--- src/hdl/sdd_defs.vh ---
// Constants for the self-diagnosis and load display controller.
// Assumes a 40 MHz system clock and a 32-bit AXI4-Lite register port.
`ifndef SDD_DEFS_VH
`define SDD_DEFS_VH

// Register byte offsets
`define SDD_OFS_CTRL      4'h0
`define SDD_OFS_STATUS    4'h4
`define SDD_OFS_FAULT     4'h8

// Control register fields
`define SDD_CTRL_ICE_BIT  0
`define SDD_CTRL_CAN_BIT  1
`define SDD_CTRL_RST      1'b1

// Status register fields
`define SDD_ST_STATE_LSB  0
`define SDD_ST_ALARM_BIT  4
`define SDD_ST_MODEL_BIT  5

// Bus answers
`define SDD_RESP_OKAY     2'b00
`define SDD_RESP_SLVERR   2'b10

// Clock and time base
`define SDD_CLK_MHZ       40
`define SDD_HALF_SEC_MS   500
`define SDD_HALF_CYC      (`SDD_HALF_SEC_MS * `SDD_CLK_MHZ * 1000)

// Times in seconds, turned into half-second ticks
`define SDD_POR_S         1
`define SDD_ARM_S         3
`define SDD_DIAG_S        5
`define SDD_BLINK_S       2
`define SDD_SHOW_S        30
`define SDD_TICKS(s)      ((s) * 2)

// Sensor fault limits and ambient mode bands, degrees C
`define SDD_FAULT_HI      50
`define SDD_FAULT_LO      (-50)
`define SDD_AMB_HOT       35
`define SDD_AMB_COOL      17
`define SDD_EJECT_MAX     3

`endif

--- src/hdl/sdd_ctrl.v ---
// Self-diagnosis and load-state display controller with AXI4-Lite port.
// Assumes sensor readings, buttons and load commands synchronous to clock.
`timescale 1ns/1ps
`include "sdd_defs.vh"

module sdd_ctrl #(
  parameter HALF_CYC = `SDD_HALF_CYC
) (
  input  wire        CLOCK_IN,
  input  wire        RESET_N_IN,
  // AXI4-Lite slave
  input  wire [3:0]  S_AXI_AWADDR_IN,
  input  wire        S_AXI_AWVALID_IN,
  output wire        S_AXI_AWREADY_OUT,
  input  wire [31:0] S_AXI_WDATA_IN,
  input  wire [3:0]  S_AXI_WSTRB_IN,
  input  wire        S_AXI_WVALID_IN,
  output wire        S_AXI_WREADY_OUT,
  output wire [1:0]  S_AXI_BRESP_OUT,
  output wire        S_AXI_BVALID_OUT,
  input  wire        S_AXI_BREADY_IN,
  input  wire [3:0]  S_AXI_ARADDR_IN,
  input  wire        S_AXI_ARVALID_IN,
  output wire        S_AXI_ARREADY_OUT,
  output wire [31:0] S_AXI_RDATA_OUT,
  output wire [1:0]  S_AXI_RRESP_OUT,
  output wire        S_AXI_RVALID_OUT,
  input  wire        S_AXI_RREADY_IN,
  // Sensor readings, signed degrees C
  input  wire [7:0]  TEMP_ICE_IN,
  input  wire [7:0]  TEMP_REF_AIR_IN,
  input  wire [7:0]  TEMP_REF_DEF_IN,
  input  wire [7:0]  TEMP_AMBIENT_IN,
  input  wire [7:0]  TEMP_FRZ_AIR_IN,
  input  wire [7:0]  TEMP_FRZ_DEF_IN,
  // Ice-maker mechanism
  input  wire        ICE_EJECT_IN,
  input  wire        ICE_NORMAL_IN,
  // Panel buttons
  input  wire        BTN_FRZ_BOOST_IN,
  input  wire        BTN_REF_BOOST_IN,
  input  wire        BTN_REF_SET_IN,
  // Normal setting display from the main controller
  input  wire [4:0]  NORM_FRZ_LED_IN,
  input  wire [4:0]  NORM_REF_LED_IN,
  input  wire        NORM_FRZ_BOOST_IN,
  input  wire        NORM_REF_BOOST_IN,
  // Commanded load outputs
  input  wire        LOAD_COMP_IN,
  input  wire        LOAD_FRZ_FAN_IN,
  input  wire        LOAD_FRZ_HEAT_IN,
  input  wire        LOAD_REF_FAN_IN,
  input  wire        LOAD_REF_HEAT_IN,
  input  wire        START_MODE_IN,
  // Panel outputs
  output wire [4:0]  FRZ_LED_OUT,
  output wire [4:0]  REF_LED_OUT,
  output wire        FRZ_BOOST_LED_OUT,
  output wire        REF_BOOST_LED_OUT,
  output wire        ALARM_OUT,
  output wire        CONFIRM_CHIME_OUT
);

  // Mode states
  localparam [3:0] S_POR   = 4'h0;
  localparam [3:0] S_PERR  = 4'h1;
  localparam [3:0] S_NORM  = 4'h2;
  localparam [3:0] S_HOLD  = 4'h3;
  localparam [3:0] S_BLINK = 4'h4;
  localparam [3:0] S_RDIAG = 4'h5;
  localparam [3:0] S_RERR  = 4'h6;
  localparam [3:0] S_LOAD  = 4'h7;

  localparam [6:0] T_POR   = `SDD_TICKS(`SDD_POR_S);
  localparam [6:0] T_ARM   = `SDD_TICKS(`SDD_ARM_S);
  localparam [6:0] T_DIAG  = `SDD_TICKS(`SDD_DIAG_S);
  localparam [6:0] T_BLINK = `SDD_TICKS(`SDD_BLINK_S);
  localparam [6:0] T_SHOW  = `SDD_TICKS(`SDD_SHOW_S);
  localparam [6:0] T_STEPS = 7'h08;
  localparam [31:0] HALF_LAST = HALF_CYC - 1;

  // Out-of-range test on one signed sensor reading
  function sens_bad;
    input [7:0] t;
    begin
      sens_bad = ($signed(t) > $signed(8'sd50)) ||
                 ($signed(t) < $signed(-8'sd50));
    end
  endfunction

  reg  [3:0]  state_reg;
  reg  [3:0]  state_next;
  reg  [31:0] cyc_reg;
  reg  [6:0]  tcnt_reg;
  reg  [7:0]  fault_reg;
  reg  [1:0]  eject_cnt_reg;
  reg         ref_set_prev_reg;
  reg         ice_model_reg;
  reg         cancel_reg;
  reg         chime_next;
  reg         alarm_next;
  reg  [4:0]  frz_next;
  reg  [4:0]  ref_next;
  reg         fbst_next;
  reg         rbst_next;
  reg  [4:0]  frz_reg;
  reg  [4:0]  ref_reg;
  reg         fbst_reg;
  reg         rbst_reg;
  reg         alarm_reg;
  reg         chime_reg;
  wire        tick;
  wire        both_held;
  wire        set_press;
  wire [7:0]  fault_now;
  wire        blink_on;

  // Bus signals
  reg         awready_reg;
  reg         wready_reg;
  reg         bvalid_reg;
  reg  [1:0]  bresp_reg;
  reg  [3:0]  awaddr_reg;
  reg  [31:0] wdata_reg;
  reg  [3:0]  wstrb_reg;
  reg         arready_reg;
  reg         rvalid_reg;
  reg  [31:0] rdata_reg;
  reg  [1:0]  rresp_reg;

  assign tick      = (cyc_reg == HALF_LAST);
  assign both_held = BTN_FRZ_BOOST_IN & BTN_REF_BOOST_IN;
  assign set_press = BTN_REF_SET_IN & ~ref_set_prev_reg;
  assign blink_on  = ~tcnt_reg[0];

  // Live fault vector; bit order follows the LED map below
  // range limits
  assign fault_now[0] = ice_model_reg & sens_bad(TEMP_ICE_IN);
  assign fault_now[1] = sens_bad(TEMP_REF_AIR_IN);
  assign fault_now[2] = sens_bad(TEMP_REF_DEF_IN);
  assign fault_now[3] = ice_model_reg &
                        (eject_cnt_reg == `SDD_EJECT_MAX);
  assign fault_now[4] = sens_bad(TEMP_AMBIENT_IN);
  assign fault_now[5] = sens_bad(TEMP_FRZ_AIR_IN);
  assign fault_now[6] = sens_bad(TEMP_FRZ_DEF_IN);
  assign fault_now[7] = 1'b0;

  // Ice-maker eject attempts, cleared once it runs normally again
  // count to three
  always @(posedge CLOCK_IN or negedge RESET_N_IN) begin
    if (!RESET_N_IN) begin
      eject_cnt_reg <= 2'h0;
    end else if (ICE_NORMAL_IN) begin
      eject_cnt_reg <= 2'h0;
    end else if (ICE_EJECT_IN && eject_cnt_reg != `SDD_EJECT_MAX) begin
      eject_cnt_reg <= eject_cnt_reg + 2'h1;
    end
  end

  // Half-second time base, restarted on every state change
  // restart on release
  always @(posedge CLOCK_IN or negedge RESET_N_IN) begin
    if (!RESET_N_IN) begin
      cyc_reg  <= 32'h0;
      tcnt_reg <= 7'h0;
    end else if (state_next != state_reg) begin
      cyc_reg  <= 32'h0;
      tcnt_reg <= 7'h0;
    end else if (tick) begin
      cyc_reg  <= 32'h0;
      tcnt_reg <= (tcnt_reg == 7'h7f) ? tcnt_reg : tcnt_reg + 7'h1;
    end else begin
      cyc_reg  <= cyc_reg + 32'h1;
    end
  end

  // Mode sequencing
  always @* begin
    state_next = state_reg;
    chime_next = 1'b0;
    case (state_reg)
      S_POR: begin
        if (tcnt_reg == T_POR) begin
          state_next = (|fault_now) ? S_PERR : S_NORM;
        end
      end
      S_PERR: begin
        if (!(|fault_now) || cancel_reg) begin
          state_next = S_NORM;
        end
      end
      S_NORM: begin
        if (both_held) begin
          state_next = S_HOLD;
        end
      end
      S_HOLD: begin
        if (!both_held) begin
          state_next = (tcnt_reg >= T_ARM) ? S_BLINK : S_NORM;
        end else if (tcnt_reg == T_DIAG) begin
          state_next = S_RDIAG;
          chime_next = 1'b1;
        end
      end
      S_BLINK: begin
        if (set_press) begin
          state_next = S_LOAD;
          chime_next = 1'b1;
        end else if (tcnt_reg == T_BLINK) begin
          state_next = S_NORM;
        end
      end
      S_RDIAG: begin
        if (tcnt_reg == T_STEPS) begin
          if (|fault_now) begin
            state_next = S_RERR;
          end else begin
            state_next = S_NORM;
            chime_next = 1'b1;
          end
        end
      end
      S_RERR: begin
        if (tcnt_reg == T_SHOW) begin
          state_next = S_NORM;
          chime_next = 1'b1;
        end
      end
      S_LOAD: begin
        if (tcnt_reg == T_SHOW) begin
          state_next = S_NORM;
        end
      end
      default: begin
        state_next = S_NORM;
      end
    endcase
  end

  // Fault snapshot at the end of each check and while the power-on error shows
  always @(posedge CLOCK_IN or negedge RESET_N_IN) begin
    if (!RESET_N_IN) begin
      state_reg        <= S_POR;
      fault_reg        <= 8'h00;
      ref_set_prev_reg <= 1'b0;
    end else begin
      state_reg        <= state_next;
      ref_set_prev_reg <= BTN_REF_SET_IN;
      if (state_reg == S_POR || state_reg == S_PERR ||
          state_reg == S_RDIAG) begin
        fault_reg <= fault_now;
      end
    end
  end

  // Panel contents per mode
  always @* begin
    frz_next   = NORM_FRZ_LED_IN;
    ref_next   = NORM_REF_LED_IN;
    fbst_next  = NORM_FRZ_BOOST_IN;
    rbst_next  = NORM_REF_BOOST_IN;
    alarm_next = 1'b0;
    case (state_reg)
      S_POR: begin
        frz_next  = 5'h1f;
        ref_next  = 5'h1f;
        fbst_next = 1'b1;
        rbst_next = 1'b1;
      end
      S_PERR, S_RERR: begin
        frz_next   = blink_on ? {2'h0, fault_reg[6:4]} : 5'h00;
        ref_next   = blink_on ? {1'b0, fault_reg[3:0]} : 5'h00;
        fbst_next  = 1'b0;
        rbst_next  = 1'b0;
        alarm_next = 1'b1;
      end
      // all setting LEDs on while held past arm time
      S_HOLD: begin
        if (tcnt_reg >= T_ARM) begin
          frz_next = 5'h1f;
          ref_next = 5'h1f;
        end
      end
      S_BLINK: begin
        frz_next = blink_on ? 5'h1f : 5'h00;
        ref_next = blink_on ? 5'h1f : 5'h00;
      end
      // all setting LEDs on during checks
      S_RDIAG: begin
        frz_next = 5'h1f;
        ref_next = 5'h1f;
      end
      S_LOAD: begin
        frz_next  = {($signed(TEMP_AMBIENT_IN) < $signed(8'sd17)), 1'b0,
                     LOAD_FRZ_HEAT_IN, LOAD_FRZ_FAN_IN, LOAD_COMP_IN};
        ref_next  = {3'h0, LOAD_REF_HEAT_IN, LOAD_REF_FAN_IN};
        fbst_next = START_MODE_IN;
        rbst_next = ($signed(TEMP_AMBIENT_IN) > $signed(8'sd35));
      end
      default: begin
        alarm_next = 1'b0;
      end
    endcase
  end

  // Every panel output straight from a flop
  always @(posedge CLOCK_IN or negedge RESET_N_IN) begin
    if (!RESET_N_IN) begin
      frz_reg   <= 5'h1f;
      ref_reg   <= 5'h1f;
      fbst_reg  <= 1'b1;
      rbst_reg  <= 1'b1;
      alarm_reg <= 1'b0;
      chime_reg <= 1'b0;
    end else begin
      frz_reg   <= frz_next;
      ref_reg   <= ref_next;
      fbst_reg  <= fbst_next;
      rbst_reg  <= rbst_next;
      alarm_reg <= alarm_next;
      chime_reg <= chime_next;
    end
  end

  assign FRZ_LED_OUT       = frz_reg;
  assign REF_LED_OUT       = ref_reg;
  assign FRZ_BOOST_LED_OUT = fbst_reg;
  assign REF_BOOST_LED_OUT = rbst_reg;
  assign ALARM_OUT         = alarm_reg;
  assign CONFIRM_CHIME_OUT = chime_reg;

  // Write channel: address and data taken in either order, one at a time
  always @(posedge CLOCK_IN or negedge RESET_N_IN) begin
    if (!RESET_N_IN) begin
      awready_reg   <= 1'b1;
      wready_reg    <= 1'b1;
      bvalid_reg    <= 1'b0;
      bresp_reg     <= `SDD_RESP_OKAY;
      awaddr_reg    <= 4'h0;
      wdata_reg     <= 32'h0;
      wstrb_reg     <= 4'h0;
      ice_model_reg <= `SDD_CTRL_RST;
      cancel_reg    <= 1'b0;
    end else begin
      cancel_reg <= 1'b0;
      if (S_AXI_AWVALID_IN && awready_reg) begin
        awaddr_reg  <= S_AXI_AWADDR_IN;
        awready_reg <= 1'b0;
      end
      if (S_AXI_WVALID_IN && wready_reg) begin
        wdata_reg  <= S_AXI_WDATA_IN;
        wstrb_reg  <= S_AXI_WSTRB_IN;
        wready_reg <= 1'b0;
      end
      if (!awready_reg && !wready_reg && !bvalid_reg) begin
        bvalid_reg <= 1'b1;
        if (awaddr_reg == `SDD_OFS_CTRL) begin
          bresp_reg <= `SDD_RESP_OKAY;
          if (wstrb_reg[0]) begin
            ice_model_reg <= wdata_reg[`SDD_CTRL_ICE_BIT];
            cancel_reg    <= wdata_reg[`SDD_CTRL_CAN_BIT];
          end
        end else if (awaddr_reg == `SDD_OFS_STATUS ||
                     awaddr_reg == `SDD_OFS_FAULT) begin
          bresp_reg <= `SDD_RESP_OKAY;
        end else begin
          bresp_reg <= `SDD_RESP_SLVERR;
        end
      end
      if (bvalid_reg && S_AXI_BREADY_IN) begin
        bvalid_reg  <= 1'b0;
        awready_reg <= 1'b1;
        wready_reg  <= 1'b1;
      end
    end
  end

  // Read channel: answer one edge after the address is taken
  always @(posedge CLOCK_IN or negedge RESET_N_IN) begin
    if (!RESET_N_IN) begin
      arready_reg <= 1'b1;
      rvalid_reg  <= 1'b0;
      rdata_reg   <= 32'h0;
      rresp_reg   <= `SDD_RESP_OKAY;
    end else if (S_AXI_ARVALID_IN && arready_reg) begin
      arready_reg <= 1'b0;
      rvalid_reg  <= 1'b1;
      rresp_reg   <= `SDD_RESP_OKAY;
      case (S_AXI_ARADDR_IN)
        `SDD_OFS_CTRL:   rdata_reg <= {31'h0, ice_model_reg};
        `SDD_OFS_STATUS: rdata_reg <= {26'h0, ice_model_reg,
                                       alarm_reg, state_reg};
        `SDD_OFS_FAULT:  rdata_reg <= {24'h0, fault_now};
        default: begin
          rdata_reg <= 32'h0;
          rresp_reg <= `SDD_RESP_SLVERR;
        end
      endcase
    end else if (rvalid_reg && S_AXI_RREADY_IN) begin
      rvalid_reg  <= 1'b0;
      arready_reg <= 1'b1;
    end
  end

  assign S_AXI_AWREADY_OUT = awready_reg;
  assign S_AXI_WREADY_OUT  = wready_reg;
  assign S_AXI_BVALID_OUT  = bvalid_reg;
  assign S_AXI_BRESP_OUT   = bresp_reg;
  assign S_AXI_ARREADY_OUT = arready_reg;
  assign S_AXI_RVALID_OUT  = rvalid_reg;
  assign S_AXI_RDATA_OUT   = rdata_reg;
  assign S_AXI_RRESP_OUT   = rresp_reg;

endmodule

--- config.mk ---
export PLATFORM = sky130hd
export DESIGN_NAME = sdd_ctrl
export DESIGN_NICKNAME = d
export VERILOG_FILES = /design/src/hdl/sdd_ctrl.v
export VERILOG_INCLUDE_DIRS = /design/src /design/src/hdl
export SDC_FILE = /design/constraint.sdc
export NUM_CORES = 1
export LEC_CHECK = 0
export ABC_AREA = 1
export BUFFER_PORTS_ARGS = -buffer_cell sky130_fd_sc_hd__buf_4
export CORE_ASPECT_RATIO = 1.4
export CORE_MARGIN = 2
export CORE_UTILIZATION = 30
export DETAILED_ROUTE_END_ITERATION = 8
export SLEW_MARGIN = 20
export SYNTH_ARGS = -nofsm -noshare
export SYNTH_HDL_FRONTEND = slang
export SYNTH_SLANG_ARGS = --single-unit
--- constraint.sdc ---
create_clock -name CLOCK_IN -period 6 [get_ports CLOCK_IN]
set_clock_uncertainty 0.05 [all_clocks]
set_input_delay 0.3 -clock CLOCK_IN [delete_from_list [all_inputs] [get_ports CLOCK_IN]]
set_output_delay 0.3 -clock CLOCK_IN [all_outputs]
set_load 0.01 [all_outputs]
==> key figures, run 1 <==
Status
  – Result of the run: completed

STA
  – F_max: 0.312 GHz
  – Worst rel slew slack: 0.457
  – Final critical path time including I/O delays and setup: between 3 and 4 ns
  – RSZ-0062 raised after global routing: false
  – Slew @ Worst Pin: slightly above 0.8 ns
  – Number of max-slew violations in the final report: 0
  – Final hold violation count: 0
  – Hold slack final: 0.0274 ns
  – Final setup vio count: 0
  – Final critical-path share of the clock period: 0.534
  – Setup TNS: 0 ns

Yosys
  – Post-synth cell types: 38
  – Number of synthesized register bits: 90
  – Synth warnings: 0
  – Number of instances in the synthesized netlist: a little over 700
  – Mean instance size in the synthesized netlist: between 7 and 8 sq um
  – Netlist Area Pre-Place: 5350 sq um
  – Sequential fraction of the synthesis area: 0.425

Cells and area
  – Max reg flops: 32
  – Synth-to-Final Area Change: 24.8%
  – Core utilization of the finished layout: 0.383
  – Most common cell after layout, fill and taps aside: sky130_fd_sc_hd__nand2_1
  – Commonest non-fill, non-tap cells in the layout: 170 x sky130_fd_sc_hd__nand2_1, 118 x sky130_fd_sc_hd__buf_4, 99 x sky130_fd_sc_hd__nor2_1
  – Layout net count: 953
  – Number of non-filler instances in the completed layout: 1067
  – Antenna cell count: 0
  – Share of final-layout standard cells stronger than drive strength 1: 0.223

Clocking
  – Post-CTS Setup Inserts: 0
  – Number of buffers on the longest clock path: 2
  – CTS Buf Count: 9
  – Worst-Skew Late Latency: 0.35 ns
  – Count of cells resized by post-cts repair: 0
  – Hold-fix buffers, CTS: 1
  – CTS tree: yes
  – Maximum level of the CTS H-tree: 3
  – CTS Root Buffer Type: sky130_fd_sc_hd__clkbuf_16
  – Clock-pin slew reported for the worst setup and hold paths after clock tree synthesis: 0.06 ns
  – Sinks on the clock net: 90

Global routing
  – All-layer global routing usage: 0.145
  – Via count of the first global-routing pass: approximately 4.7k
  – GR Util met3: 0.0287
  – Gr ovfl total: 0
  – Layer with the highest usage after global routing: met2
  – Global-route wire length before repair: 21900 um
  – Met1 GRT Util: 0.174
  – Maximum number of pins on one net before global-route repair: 56
  – Antenna violations before repair: 0
  – Met2 Usage GRT: 0.257

Place
  – Port Buffers: about 120
  – Number of instances in the placed design: 1050
  – Routability Congestion: 0.897
  – DPL Wire Length: 10300 um

Detailed routing
  – Mean number of vias per cell: 4.56
  – Count of unresolved DRC violations after routing: 0
  – Post-detailed-route wirelength per cell: 12.4 um
  – TritonRoute pass-1 iters: 5
  – Via count of the routed design: 4866
  – Iteration-0 DRC Markers: 152
  – Count of nets left with antenna violations after detail routing: 0
  – WL final: 13200 um

Power
  – Power density over the cells: 243 nW/um^2
  – Leakage Power: 3.14 nW
  – Peak supply drop: 0.000193 V
  – Total power consumption of the routed design: 1.62 mW

Floorplan
  – Core Area: between 15000 and 20000 sq um
  – Die footprint: roughly 19000 sq um
  – Die Y-Extent: 162 um
  – DIE WIDTH: 117 um
  – Starting density of the core: 0.307
  – Count of standard-cell rows: 57
  – I/O Pins: 177

Setup path
  – Category of the worst setup path capture point: flip-flop
  – Setup Crit Path Kind: flip-flop to flip-flop
  – Data required, critical path: 6.19 ns
  – Critical Path Source Type: flip-flop
  – Critical path fanouts, max: 34
  – Crit path arrival time: 3.39 ns

Hold path
  – Min-delay worst type: primary input to flip-flop

Flow run
  – Max-cap violation count: 0
==> area by class of cell <==
class	instances	area, sq um
clock buffer	11	233
clock inverter	5	56.3
fill	1857	10700
inverter	83	312
multi-input combinational	523	2610
sequential	90	2270
tap	236	295
timing repair buffer	119	896
==> routing by layer <==
layer | up-vias | share of wire
met3 | 20 | 0.043
met5 | - | 0
met4 | 0 | 0.020
met1 | 2251 | 0.42
met2 | 115 | 0.52
li1 | 2480 | -
==> synth_stat cells (all sizes together) <==
cell,count,area share
mux2,5,0.011
nand2,172,0.12
nor4,11,0.013
a41oi,5,0.0082
nor3b,1,0.0014
clkbuf,4,0.0028
inv,83,0.058
nand3,39,0.037
nand4,26,0.030
dfrtp,74,0.35
a211oi,1,0.0014
o2111a,1,0.0021
nor3,31,0.041
xor2,24,0.039
a31oi,6,0.0070
a21o,1,0.0014
nand3b,1,0.0014
or2,3,0.0035
o22ai,6,0.0070
ha,5,0.012
o311ai,1,0.0016
o21a,1,0.0014
o31ai,2,0.0028
nor2,104,0.075
o21ai,33,0.031
conb,1,0.00070
a21oi,13,0.012
xnor2,3,0.0049
buf,34,0.046
dfstp,16,0.079
==> logic make-up after synthesis <==
family                   Yosys count  synth area share
AND/OR/NAND/NOR                  388             0.325
XOR/XNOR                          27            0.0442
multiplexers                       5            0.0105
buffers and inverters            121             0.107
AO/OA/AOI/OAI                     70            0.0761
other                              1          0.000701
adder cells (fa/ha/maj)            5            0.0117
flip-flops                        90             0.425
==> per-stage QoR <==
stage | instance area, sq um | setup WS [ns]
after detailed placement | 6370 | 2.82
after global placement | 6370 | 2.89
after CTS | 6670 | 2.76
after global routing | 6670 | 2.48
final | 6670 | 2.79
after floorplan | 5450 | 4.04
==> worst max-delay path, stage by stage (launching register included) <==
cell and delay [ns]:
sky130_fd_sc_hd__dfrtp_1 0.47, sky130_fd_sc_hd__inv_2 0.18, sky130_fd_sc_hd__o21ai_1 0.08, sky130_fd_sc_hd__nand2_1 0.34, sky130_fd_sc_hd__nand2_1 0.10, sky130_fd_sc_hd__a21oi_1 0.13, sky130_fd_sc_hd__nand2_1 0.06, sky130_fd_sc_hd__nor2_1 0.10
sky130_fd_sc_hd__nand2_1 0.08, sky130_fd_sc_hd__inv_2 0.05, sky130_fd_sc_hd__nand2_1 0.05, sky130_fd_sc_hd__nand2_1 0.05, sky130_fd_sc_hd__nand2_1 0.06, sky130_fd_sc_hd__nor2_2 0.38, sky130_fd_sc_hd__nand2_2 0.55, sky130_fd_sc_hd__nor3_1 0.34
==> worst paths after layout <==
kind | start | endpoint | slack (ns) | cells past startpoint
worst max-delay path | state_reg[1] | cyc_reg[3] | 2.79 | 15
worst min-delay path | BTN_REF_SET_IN | ref_set_prev_reg | 0.03 | 1
worst max register to register | state_reg[1] | cyc_reg[3] | 2.79 | 15
worst min register to register | fault_reg[6] | fault_reg[6] | 0.43 | 2
max in group asynchronous | RESET_N_IN | tcnt_reg[5] | 4.43 | 3
min in group asynchronous | RESET_N_IN | cyc_reg[6] | 0.39 | 2
==> power by group <==
part | switching [mW] | total [mW] | internal (mW)
Combinational | 0.169 | 0.312 | 0.143
Sequential | 0.0490 | 0.753 | 0.704
Clock | 0.233 | 0.555 | 0.322
No activity file was read; power rests on OpenSTA's default activity.
==> run 2: changes to the inputs <==
==> constraint.sdc (replaced) <==
create_clock -name CLOCK_IN -period 3.2 [get_ports CLOCK_IN]
set_clock_uncertainty 0.05 [all_clocks]
set_input_delay 0.16 -clock CLOCK_IN [delete_from_list [all_inputs] [get_ports CLOCK_IN]]
set_output_delay 0.16 -clock CLOCK_IN [all_outputs]
set_load 0.01 [all_outputs]
==> key figures, run 2 (synthesized netlist as in run 1, its figures left out) <==
Status
  – Result of the run: completed (unchanged)

Detailed routing
  – Via count of the routed design: 4961 (was 4866)
  – TritonRoute pass-1 iters: 4 (was 5)
  – Count of nets left with antenna violations after detail routing: 0 (unchanged)
  – Post-detailed-route wirelength per cell: 12.6 um (was 12.4 um)
  – Total length of routed met2 wires: 6940 um (was 6840 um)
  – WL final: 13600 um (was 13200 um)
  – Routed length on met1: 5760 um (was 5550 um)
  – Mean number of vias per cell: 4.59 (was 4.56)
  – Count of unresolved DRC violations after routing: 0 (unchanged)
  – Met3 wire length: 476 um (was 565 um)
  – Top sig layer: met4 (unchanged)
  – Iteration-0 DRC Markers: 170 (was 152)

Global routing
  – All-layer global routing usage: 0.150 (was 0.145)
  – Antenna violations before repair: 0 (unchanged)
  – Global-route wire length before repair: 22700 um (was 21900 um)
  – Via count of the first global-routing pass: 4800 (was 4677)
  – Gr ovfl total: 0 (unchanged)
  – Maximum number of pins on one net before global-route repair: 65 (was 56)

STA
  – RSZ-0062 raised after global routing: false (unchanged)
  – Final critical-path share of the clock period: 0.833 (was 0.534)
  – Slew @ Worst Pin: 0.850 ns (was 0.809 ns)
  – Setup TNS: 0 ns (unchanged)
  – Final hold violation count: 0 (unchanged)
  – F_max: 0.375 GHz (was 0.312 GHz)
  – Hold slack final: 0.0114 ns (was 0.0274 ns)
  – Number of max-slew violations in the final report: 0 (unchanged)
  – Worst rel slew slack: 0.434 (was 0.457)
  – Final setup vio count: 0 (unchanged)
  – Final critical path time including I/O delays and setup: 2.66 ns (was 3.21 ns)
  – Fin worst setup slack: 0.535 ns (was 2.79 ns)

Cells and area
  – Most common cell after layout, fill and taps aside: sky130_fd_sc_hd__nand2_1 (unchanged)
  – Antenna cell count: 0 (unchanged)
  – Number of non-filler instances in the completed layout: 1082 (was 1067)
  – Core utilization of the finished layout: 0.394 (was 0.383)
  – Commonest non-fill, non-tap cells in the layout: 170 x sky130_fd_sc_hd__nand2_1, 122 x sky130_fd_sc_hd__buf_4, 99 x sky130_fd_sc_hd__nor2_1 (was 170 x sky130_fd_sc_hd__nand2_1, 118 x sky130_fd_sc_hd__buf_4, 99 x sky130_fd_sc_hd__nor2_1)
  – Share of final-layout standard cells stronger than drive strength 1: 0.226 (was 0.223)
  – Area of all placed cells without fillers: 6860 sq um (was 6670 sq um)
  – Layout net count: 968 (was 953)
  – Max reg flops: 32 (unchanged)
  – Fill count: 1866 (was 1857)
  – Synth-to-Final Area Change: 28.3% (was 24.8%)

Clocking
  – Clock-pin slew reported for the worst setup and hold paths after clock tree synthesis: 0.06 ns (about the same)
  – Count of cells resized by post-cts repair: 0 (unchanged)
  – CTS Root Buffer Type: sky130_fd_sc_hd__clkbuf_16 (unchanged)
  – CTS tree: yes (unchanged)
  – Sinks on the clock net: 90 (unchanged)
  – CTS Buf Count: 9 (unchanged)
  – Maximum level of the CTS H-tree: 3 (unchanged)
  – Number of buffers on the longest clock path: 2 (unchanged)
  – Post-CTS Setup Inserts: 0 (unchanged)
  – Worst-Skew Late Latency: 0.35 ns (about the same)

Setup path
  – Crit. Startpoint: tcnt_reg[0] (was state_reg[1])
  – Category of the worst setup path capture point: flip-flop (unchanged)
  – Crit path arrival time: 2.83 ns (was 3.39 ns)
  – Critical path fanouts, max: 34 (unchanged)
  – Setup Crit Path Kind: flip-flop to flip-flop (unchanged)
  – Data required, critical path: 3.36 ns (was 6.19 ns)
  – Worst reg-to-reg path cell count: 14 (was 15)
  – Flop-to-flop setup slack: 0.54 ns (was 2.79 ns)
  – End point of the critical path: cyc_reg[0] (was cyc_reg[3])
  – Critical Path Source Type: flip-flop (unchanged)
  – Worst reg2reg endpoint: cyc_reg[0] (was cyc_reg[3])
  – Reg-to-reg startpoint: tcnt_reg[0] (was state_reg[1])

Floorplan
  – DIE WIDTH: 117 um (unchanged)
  – Starting density of the core: 0.307 (unchanged)
  – Die footprint: 18900 sq um (unchanged)
  – Core Area: 17400 sq um (unchanged)
  – Count of standard-cell rows: 57 (unchanged)
  – Die Y-Extent: 162 um (unchanged)
  – I/O Pins: 177 (unchanged)

Place
  – Pre-CTS WS: 0.545 ns (was 2.82 ns)
  – Number of instances in the placed design: 1054 (was 1050)
  – Port Buffers: 116 (unchanged)
  – Routability Congestion: 0.871 (was 0.897)
  – Post-detailed-placement cell area: 6400 sq um (was 6370 sq um)
  – DPL Wire Length: 10500 um (was 10300 um)

Power
  – Power density over the cells: 467 nW/um^2 (was 243 nW/um^2)
  – Leakage Power: 3.23 nW (was 3.14 nW)
  – Total power consumption of the routed design: 3.21 mW (was 1.62 mW)
  – Peak supply drop: 0.000343 V (was 0.000193 V)

Flow run
  – Max-cap violation count: 0 (unchanged)

Hold path
  – Min-delay worst type: primary input to flip-flop (unchanged)
  – Worst min-delay path startpoint: ICE_NORMAL_IN (was BTN_REF_SET_IN)
run 2: cell types whose count changed in the layout (fill, tap and decap cells not counted), moves of 2 or more:
cell	previous run	this run
sky130_fd_sc_hd__dlygate4sd3_1	1	12
sky130_fd_sc_hd__buf_4	118	122
sky130_fd_sc_hd__clkbuf_1	2	0
sky130_fd_sc_hd__clkbuf_8	0	2
sky130_fd_sc_hd__clkinv_2	2	0
run 2: worst min path at each step:
| stage | to | cells after the start |
|---|---|---|
| 2_1_floorplan | ALARM_OUT | 0 |
| 3_3_place_gp | ref_set_prev_reg | 1 |
| 3_5_place_dp | ref_set_prev_reg | 1 |
| 4_1_cts | REF_LED_OUT[2] | 3 |
| 5_1_grt | REF_LED_OUT[2] | 3 |
| 6_report | eject_cnt_reg[1] | 4 |
run 2: cell type report:
| class | instances | area, sq um | share of cell area |
|---|---|---|---|
| well taps | 236 | 295 | 0.0430 |
| clock buffers | 11 | 253 | 0.0368 |
| multi-input cells | 523 | 2610 | 0.380 |
| inverters | 83 | 312 | 0.0454 |
| clock inverters | 5 | 85.1 | 0.0124 |
| repair buffers | 134 | 1040 | 0.151 |
| flip-flops and latches | 90 | 2270 | 0.331 |
run 2: repair_timing:
| action | CTS | global route |
|---|---|---|
| endpoints found under the hold margin | 60 | 0 |
| endpoints found under the setup margin | 0 | 0 |
| hold buffers | 12 | 0 |
run 2: report_power, final:
group / switching [mW] / internal, mW
clock: 0.454 / 0.731
sequential: 0.0982 / 1.32
combinational: 0.320 / 0.283
run 2: layer usage:
layer / global-route usage / up-vias
li1: - / 2514
met1: 0.186 / 2297
met2: 0.260 / 123
met3: 0.0149 / 27
met4: 0.0690 / 0
met5: 0 / -
run 2: worst max-delay path, stage by stage (launching register included):
cell and delay [ns]:
sky130_fd_sc_hd__dfrtp_1 0.43, sky130_fd_sc_hd__inv_1 0.16, sky130_fd_sc_hd__ha_1 0.22, sky130_fd_sc_hd__nand2_1 0.08, sky130_fd_sc_hd__nor2_2 0.13, sky130_fd_sc_hd__nor2_1 0.06, sky130_fd_sc_hd__nor2_1 0.13, sky130_fd_sc_hd__nand3_1 0.10
sky130_fd_sc_hd__nor2_1 0.13, sky130_fd_sc_hd__nand3_1 0.11, sky130_fd_sc_hd__nand2_1 0.07, sky130_fd_sc_hd__nand2_1 0.26, sky130_fd_sc_hd__nand2_2 0.15, sky130_fd_sc_hd__buf_4 0.37, sky130_fd_sc_hd__nor3_1 0.08
==> run 3: changes to the inputs <==
==> constraint.sdc (replaced) <==
create_clock -name CLOCK_IN -period 2.6 [get_ports CLOCK_IN]
set_clock_uncertainty 0.05 [all_clocks]
set_input_delay 0.13 -clock CLOCK_IN [delete_from_list [all_inputs] [get_ports CLOCK_IN]]
set_output_delay 0.13 -clock CLOCK_IN [all_outputs]
set_load 0.01 [all_outputs]
==> key figures, run 3 (synthesized netlist as in run 1, its figures left out) <==
Setup path
  – Flop-to-flop setup slack: 0.26 ns (was 0.54 ns)
  – Worst reg2reg endpoint: cyc_reg[29] (was cyc_reg[0])
  – Critical Path Source Type: flip-flop (unchanged)
  – Category of the worst setup path capture point: flip-flop (unchanged)
  – Data required, critical path: 2.78 ns (was 3.36 ns)
  – Dominant cell type by count on the critical path: sky130_fd_sc_hd__nand2_1
  – Critical path fanouts, max: 34 (unchanged)
  – Crit path arrival time: 2.52 ns (was 2.83 ns)
  – Crit. Startpoint: state_reg[0] (was tcnt_reg[0])
  – Setup Crit Path Kind: flip-flop to flip-flop (unchanged)
  – End point of the critical path: cyc_reg[29] (was cyc_reg[0])
  – Worst reg-to-reg path cell count: 13 (was 14)
  – Reg-to-reg startpoint: state_reg[0] (was tcnt_reg[0])
  – Biggest cell delay along the critical path: 0.45 ns (was 0.43 ns)
  – Cell-by-cell listing of the critical path: inv_2 > nand3_1 > nor3_1 > nand3_1 > nand2_1 > inv_2 > nand2_1 > nand2_1 > nand2_1 > nor2_4 > nand2_2 > buf_12 > nor2_1 (was inv_1 > ha_1 > nand2_1 > nor2_2 > nor2_1 > nor2_1 > nand3_1 > nor2_1 > nand3_1 > nand2_1 > nand2_1 > nand2_2 > buf_4 > nor3_1)
  – Slowest cell on the critical path: sky130_fd_sc_hd__dfrtp_1 (unchanged)

Clocking
  – Maximum level of the CTS H-tree: 3 (unchanged)
  – CTS Buf Count: 9 (unchanged)
  – CTS Root Buffer Type: sky130_fd_sc_hd__clkbuf_16 (unchanged)
  – Worst-Skew Late Latency: 0.34 ns (was 0.35 ns)
  – CTS tree: yes (unchanged)
  – Number of buffers on the longest clock path: 2 (unchanged)
  – Clock-pin slew reported for the worst setup and hold paths after clock tree synthesis: 0.06 ns (about the same)
  – Sinks on the clock net: 90 (unchanged)

Detailed routing
  – Post-detailed-route wirelength per cell: 12.3 um (was 12.6 um)
  – WL final: 13500 um (was 13600 um)
  – TritonRoute pass-1 iters: 5 (was 4)
  – Mean number of vias per cell: 4.56 (was 4.59)
  – Via count of the routed design: 5016 (was 4961)
  – Count of nets left with antenna violations after detail routing: 0 (unchanged)
  – Count of unresolved DRC violations after routing: 0 (unchanged)
  – Iteration-0 DRC Markers: 228 (was 170)

STA
  – Final critical-path share of the clock period: 0.899 (was 0.833)
  – Setup TNS: 0 ns (unchanged)
  – Fin worst setup slack: 0.263 ns (was 0.535 ns)
  – RSZ-0062 raised after global routing: false (unchanged)
  – Final critical path time including I/O delays and setup: 2.34 ns (was 2.66 ns)
  – Hold slack final: 0.0107 ns (was 0.0114 ns)
  – Number of max-slew violations in the final report: 0 (unchanged)
  – F_max: 0.428 GHz (was 0.375 GHz)
  – Final hold violation count: 0 (unchanged)
  – Final setup vio count: 0 (unchanged)
  – Worst rel slew slack: 0.527 (was 0.434)
  – Slew @ Worst Pin: 0.709 ns (was 0.850 ns)

Power
  – Leakage Power: 3.32 nW (was 3.23 nW)
  – Part of the total power dissipated in sequential elements: 0.444 (was 0.442)
  – Peak supply drop: 0.000369 V (was 0.000343 V)
  – Power density over the cells: 558 nW/um^2 (was 467 nW/um^2)
  – Clock group share of total power: 0.356 (was 0.370)
  – Total internal power: 2.88 mW (was 2.33 mW)
  – Fraction of power consumed by combinational cells: 0.201 (was 0.188)
  – Net Sw Power: 1.06 mW (was 0.873 mW)
  – Switching Share: 0.269 (was 0.272)

Floorplan
  – Die footprint: 18900 sq um (unchanged)
  – Core Area: 17400 sq um (unchanged)
  – DIE WIDTH: 117 um (unchanged)
  – Count of standard-cell rows: 57 (unchanged)
  – Starting density of the core: 0.307 (unchanged)
  – I/O Pins: 177 (unchanged)
  – Die Y-Extent: 162 um (unchanged)

Global routing
  – Via count of the first global-routing pass: 4811 (was 4800)
  – Layer with the highest usage after global routing: met2 (unchanged)
  – Maximum number of pins on one net before global-route repair: 55 (was 65)
  – All-layer global routing usage: 0.151 (was 0.150)
  – Met2 Usage GRT: 0.262 (was 0.260)
  – GR Util met3: 0.0310 (was 0.0149)
  – Global-route wire length before repair: 22900 um (was 22700 um)
  – Gr ovfl total: 0 (unchanged)
  – Antenna violations before repair: 0 (unchanged)
  – Met1 GRT Util: 0.186 (about the same)

Cells and area
  – Area of all placed cells without fillers: 7040 sq um (was 6860 sq um)
  – Antenna cell count: 0 (unchanged)
  – Share of final-layout standard cells stronger than drive strength 1: 0.225 (was 0.226)
  – Most common cell after layout, fill and taps aside: sky130_fd_sc_hd__nand2_1 (unchanged)
  – Max reg flops: 32 (unchanged)
  – Synth-to-Final Area Change: 31.8% (was 28.3%)
  – Layout net count: 986 (was 968)
  – Number of non-filler instances in the completed layout: 1100 (was 1082)
  – Commonest non-fill, non-tap cells in the layout: 170 x sky130_fd_sc_hd__nand2_1, 124 x sky130_fd_sc_hd__buf_4, 99 x sky130_fd_sc_hd__nor2_1 (was 170 x sky130_fd_sc_hd__nand2_1, 122 x sky130_fd_sc_hd__buf_4, 99 x sky130_fd_sc_hd__nor2_1)

Place
  – DPL Wire Length: 10300 um (was 10500 um)
  – Pre-CTS WS: 0.0555 ns (was 0.545 ns)
  – Routability Congestion: 0.908 (was 0.871)
  – Post-detailed-placement cell area: 6450 sq um (was 6400 sq um)
  – Port Buffers: 116 (unchanged)
  – Number of instances in the placed design: 1057 (was 1054)

Flow run
  – Max-cap violation count: 0 (unchanged)

Hold path
  – Min-delay worst type: primary input to flip-flop (unchanged)

Status
  – Result of the run: completed (unchanged)
==> run 3: cell count changes in the layout (fill, tap and decap cells not counted), sizes merged <==
cell / delta
inv: -1
dlygate4sd3: +14
buf: +4
clkinv: +1
==> run 3: cell type report <==
cell class	count	area, sq um
clock buffers	11	243
clock inverters	5	77.6
fillers	1796	10400
inverters	83	312
multi-input cells	523	2610
flip-flops and latches	90	2270
well taps	236	295
repair buffers	152	1230
==> run 3: stage by stage <==
| stage | total power [mW] | utilization |
|---|---|---|
| finish | 3.93 | 0.405 |
| CTS | 3.98 | 0.404 |
| global placement | 2.50 | 0.371 |
| detailed placement | 2.52 | 0.371 |
| global route | 4.16 | 0.405 |
| floorplan | 2.17 | - |
==> run 3: per-layer routing <==
metal / up-vias / wire, um / part of all wire
met4: 0 / 342 / 0.025
met1: 2302 / 5650 / 0.42
met5: - / 0 / 0
met3: 26 / 598 / 0.044
li1: 2548 / - / -
met2: 140 / 6910 / 0.51
==> run 3: power by group through the flow <==
| stage | Combinational (mW) | Clock (mW) | Sequential [mW] |
|---|---|---|---|
| 2_1_floorplan | 0.394 | 0 | 1.78 |
| 3_3_place_gp | 0.731 | 0 | 1.77 |
| 3_5_place_dp | 0.749 | 0 | 1.77 |
| 4_1_cts | 0.795 | 1.44 | 1.75 |
| 5_1_grt | 0.891 | 1.50 | 1.77 |
| 6_report | 0.790 | 1.40 | 1.74 |
==> run 3: worst min-delay path by stage <==
stage                          start        endpoint  slack (ns)  cells after the start
global placement          RESET_N_IN   awaddr_reg[0]        0.18                      1
detailed placement        RESET_N_IN   awaddr_reg[0]        0.19                      1
floorplan                 RESET_N_IN       ALARM_OUT       -0.22                      0
finish              LOAD_FRZ_HEAT_IN  FRZ_LED_OUT[2]        0.01                      3
global route        LOAD_FRZ_HEAT_IN  FRZ_LED_OUT[2]       0.003                      3
CTS                 LOAD_FRZ_HEAT_IN  FRZ_LED_OUT[2]      0.0008                      3
==> run 3: repair_timing <==
item | in CTS | in global routing
hold buffers | 26 | 0
gates resized for setup | 0 | 1
setup endpoints to repair | 0 | 34
setup buffers | 0 | 1
endpoints found under the hold margin | 72 | 0
==> run 3: critical path: cells and delay by family (launching register included) <==
family,cells,cell delay (ns)
and+or+nand+nor,10,1.27
DFF,1,0.45
buffers and inverters,3,0.43
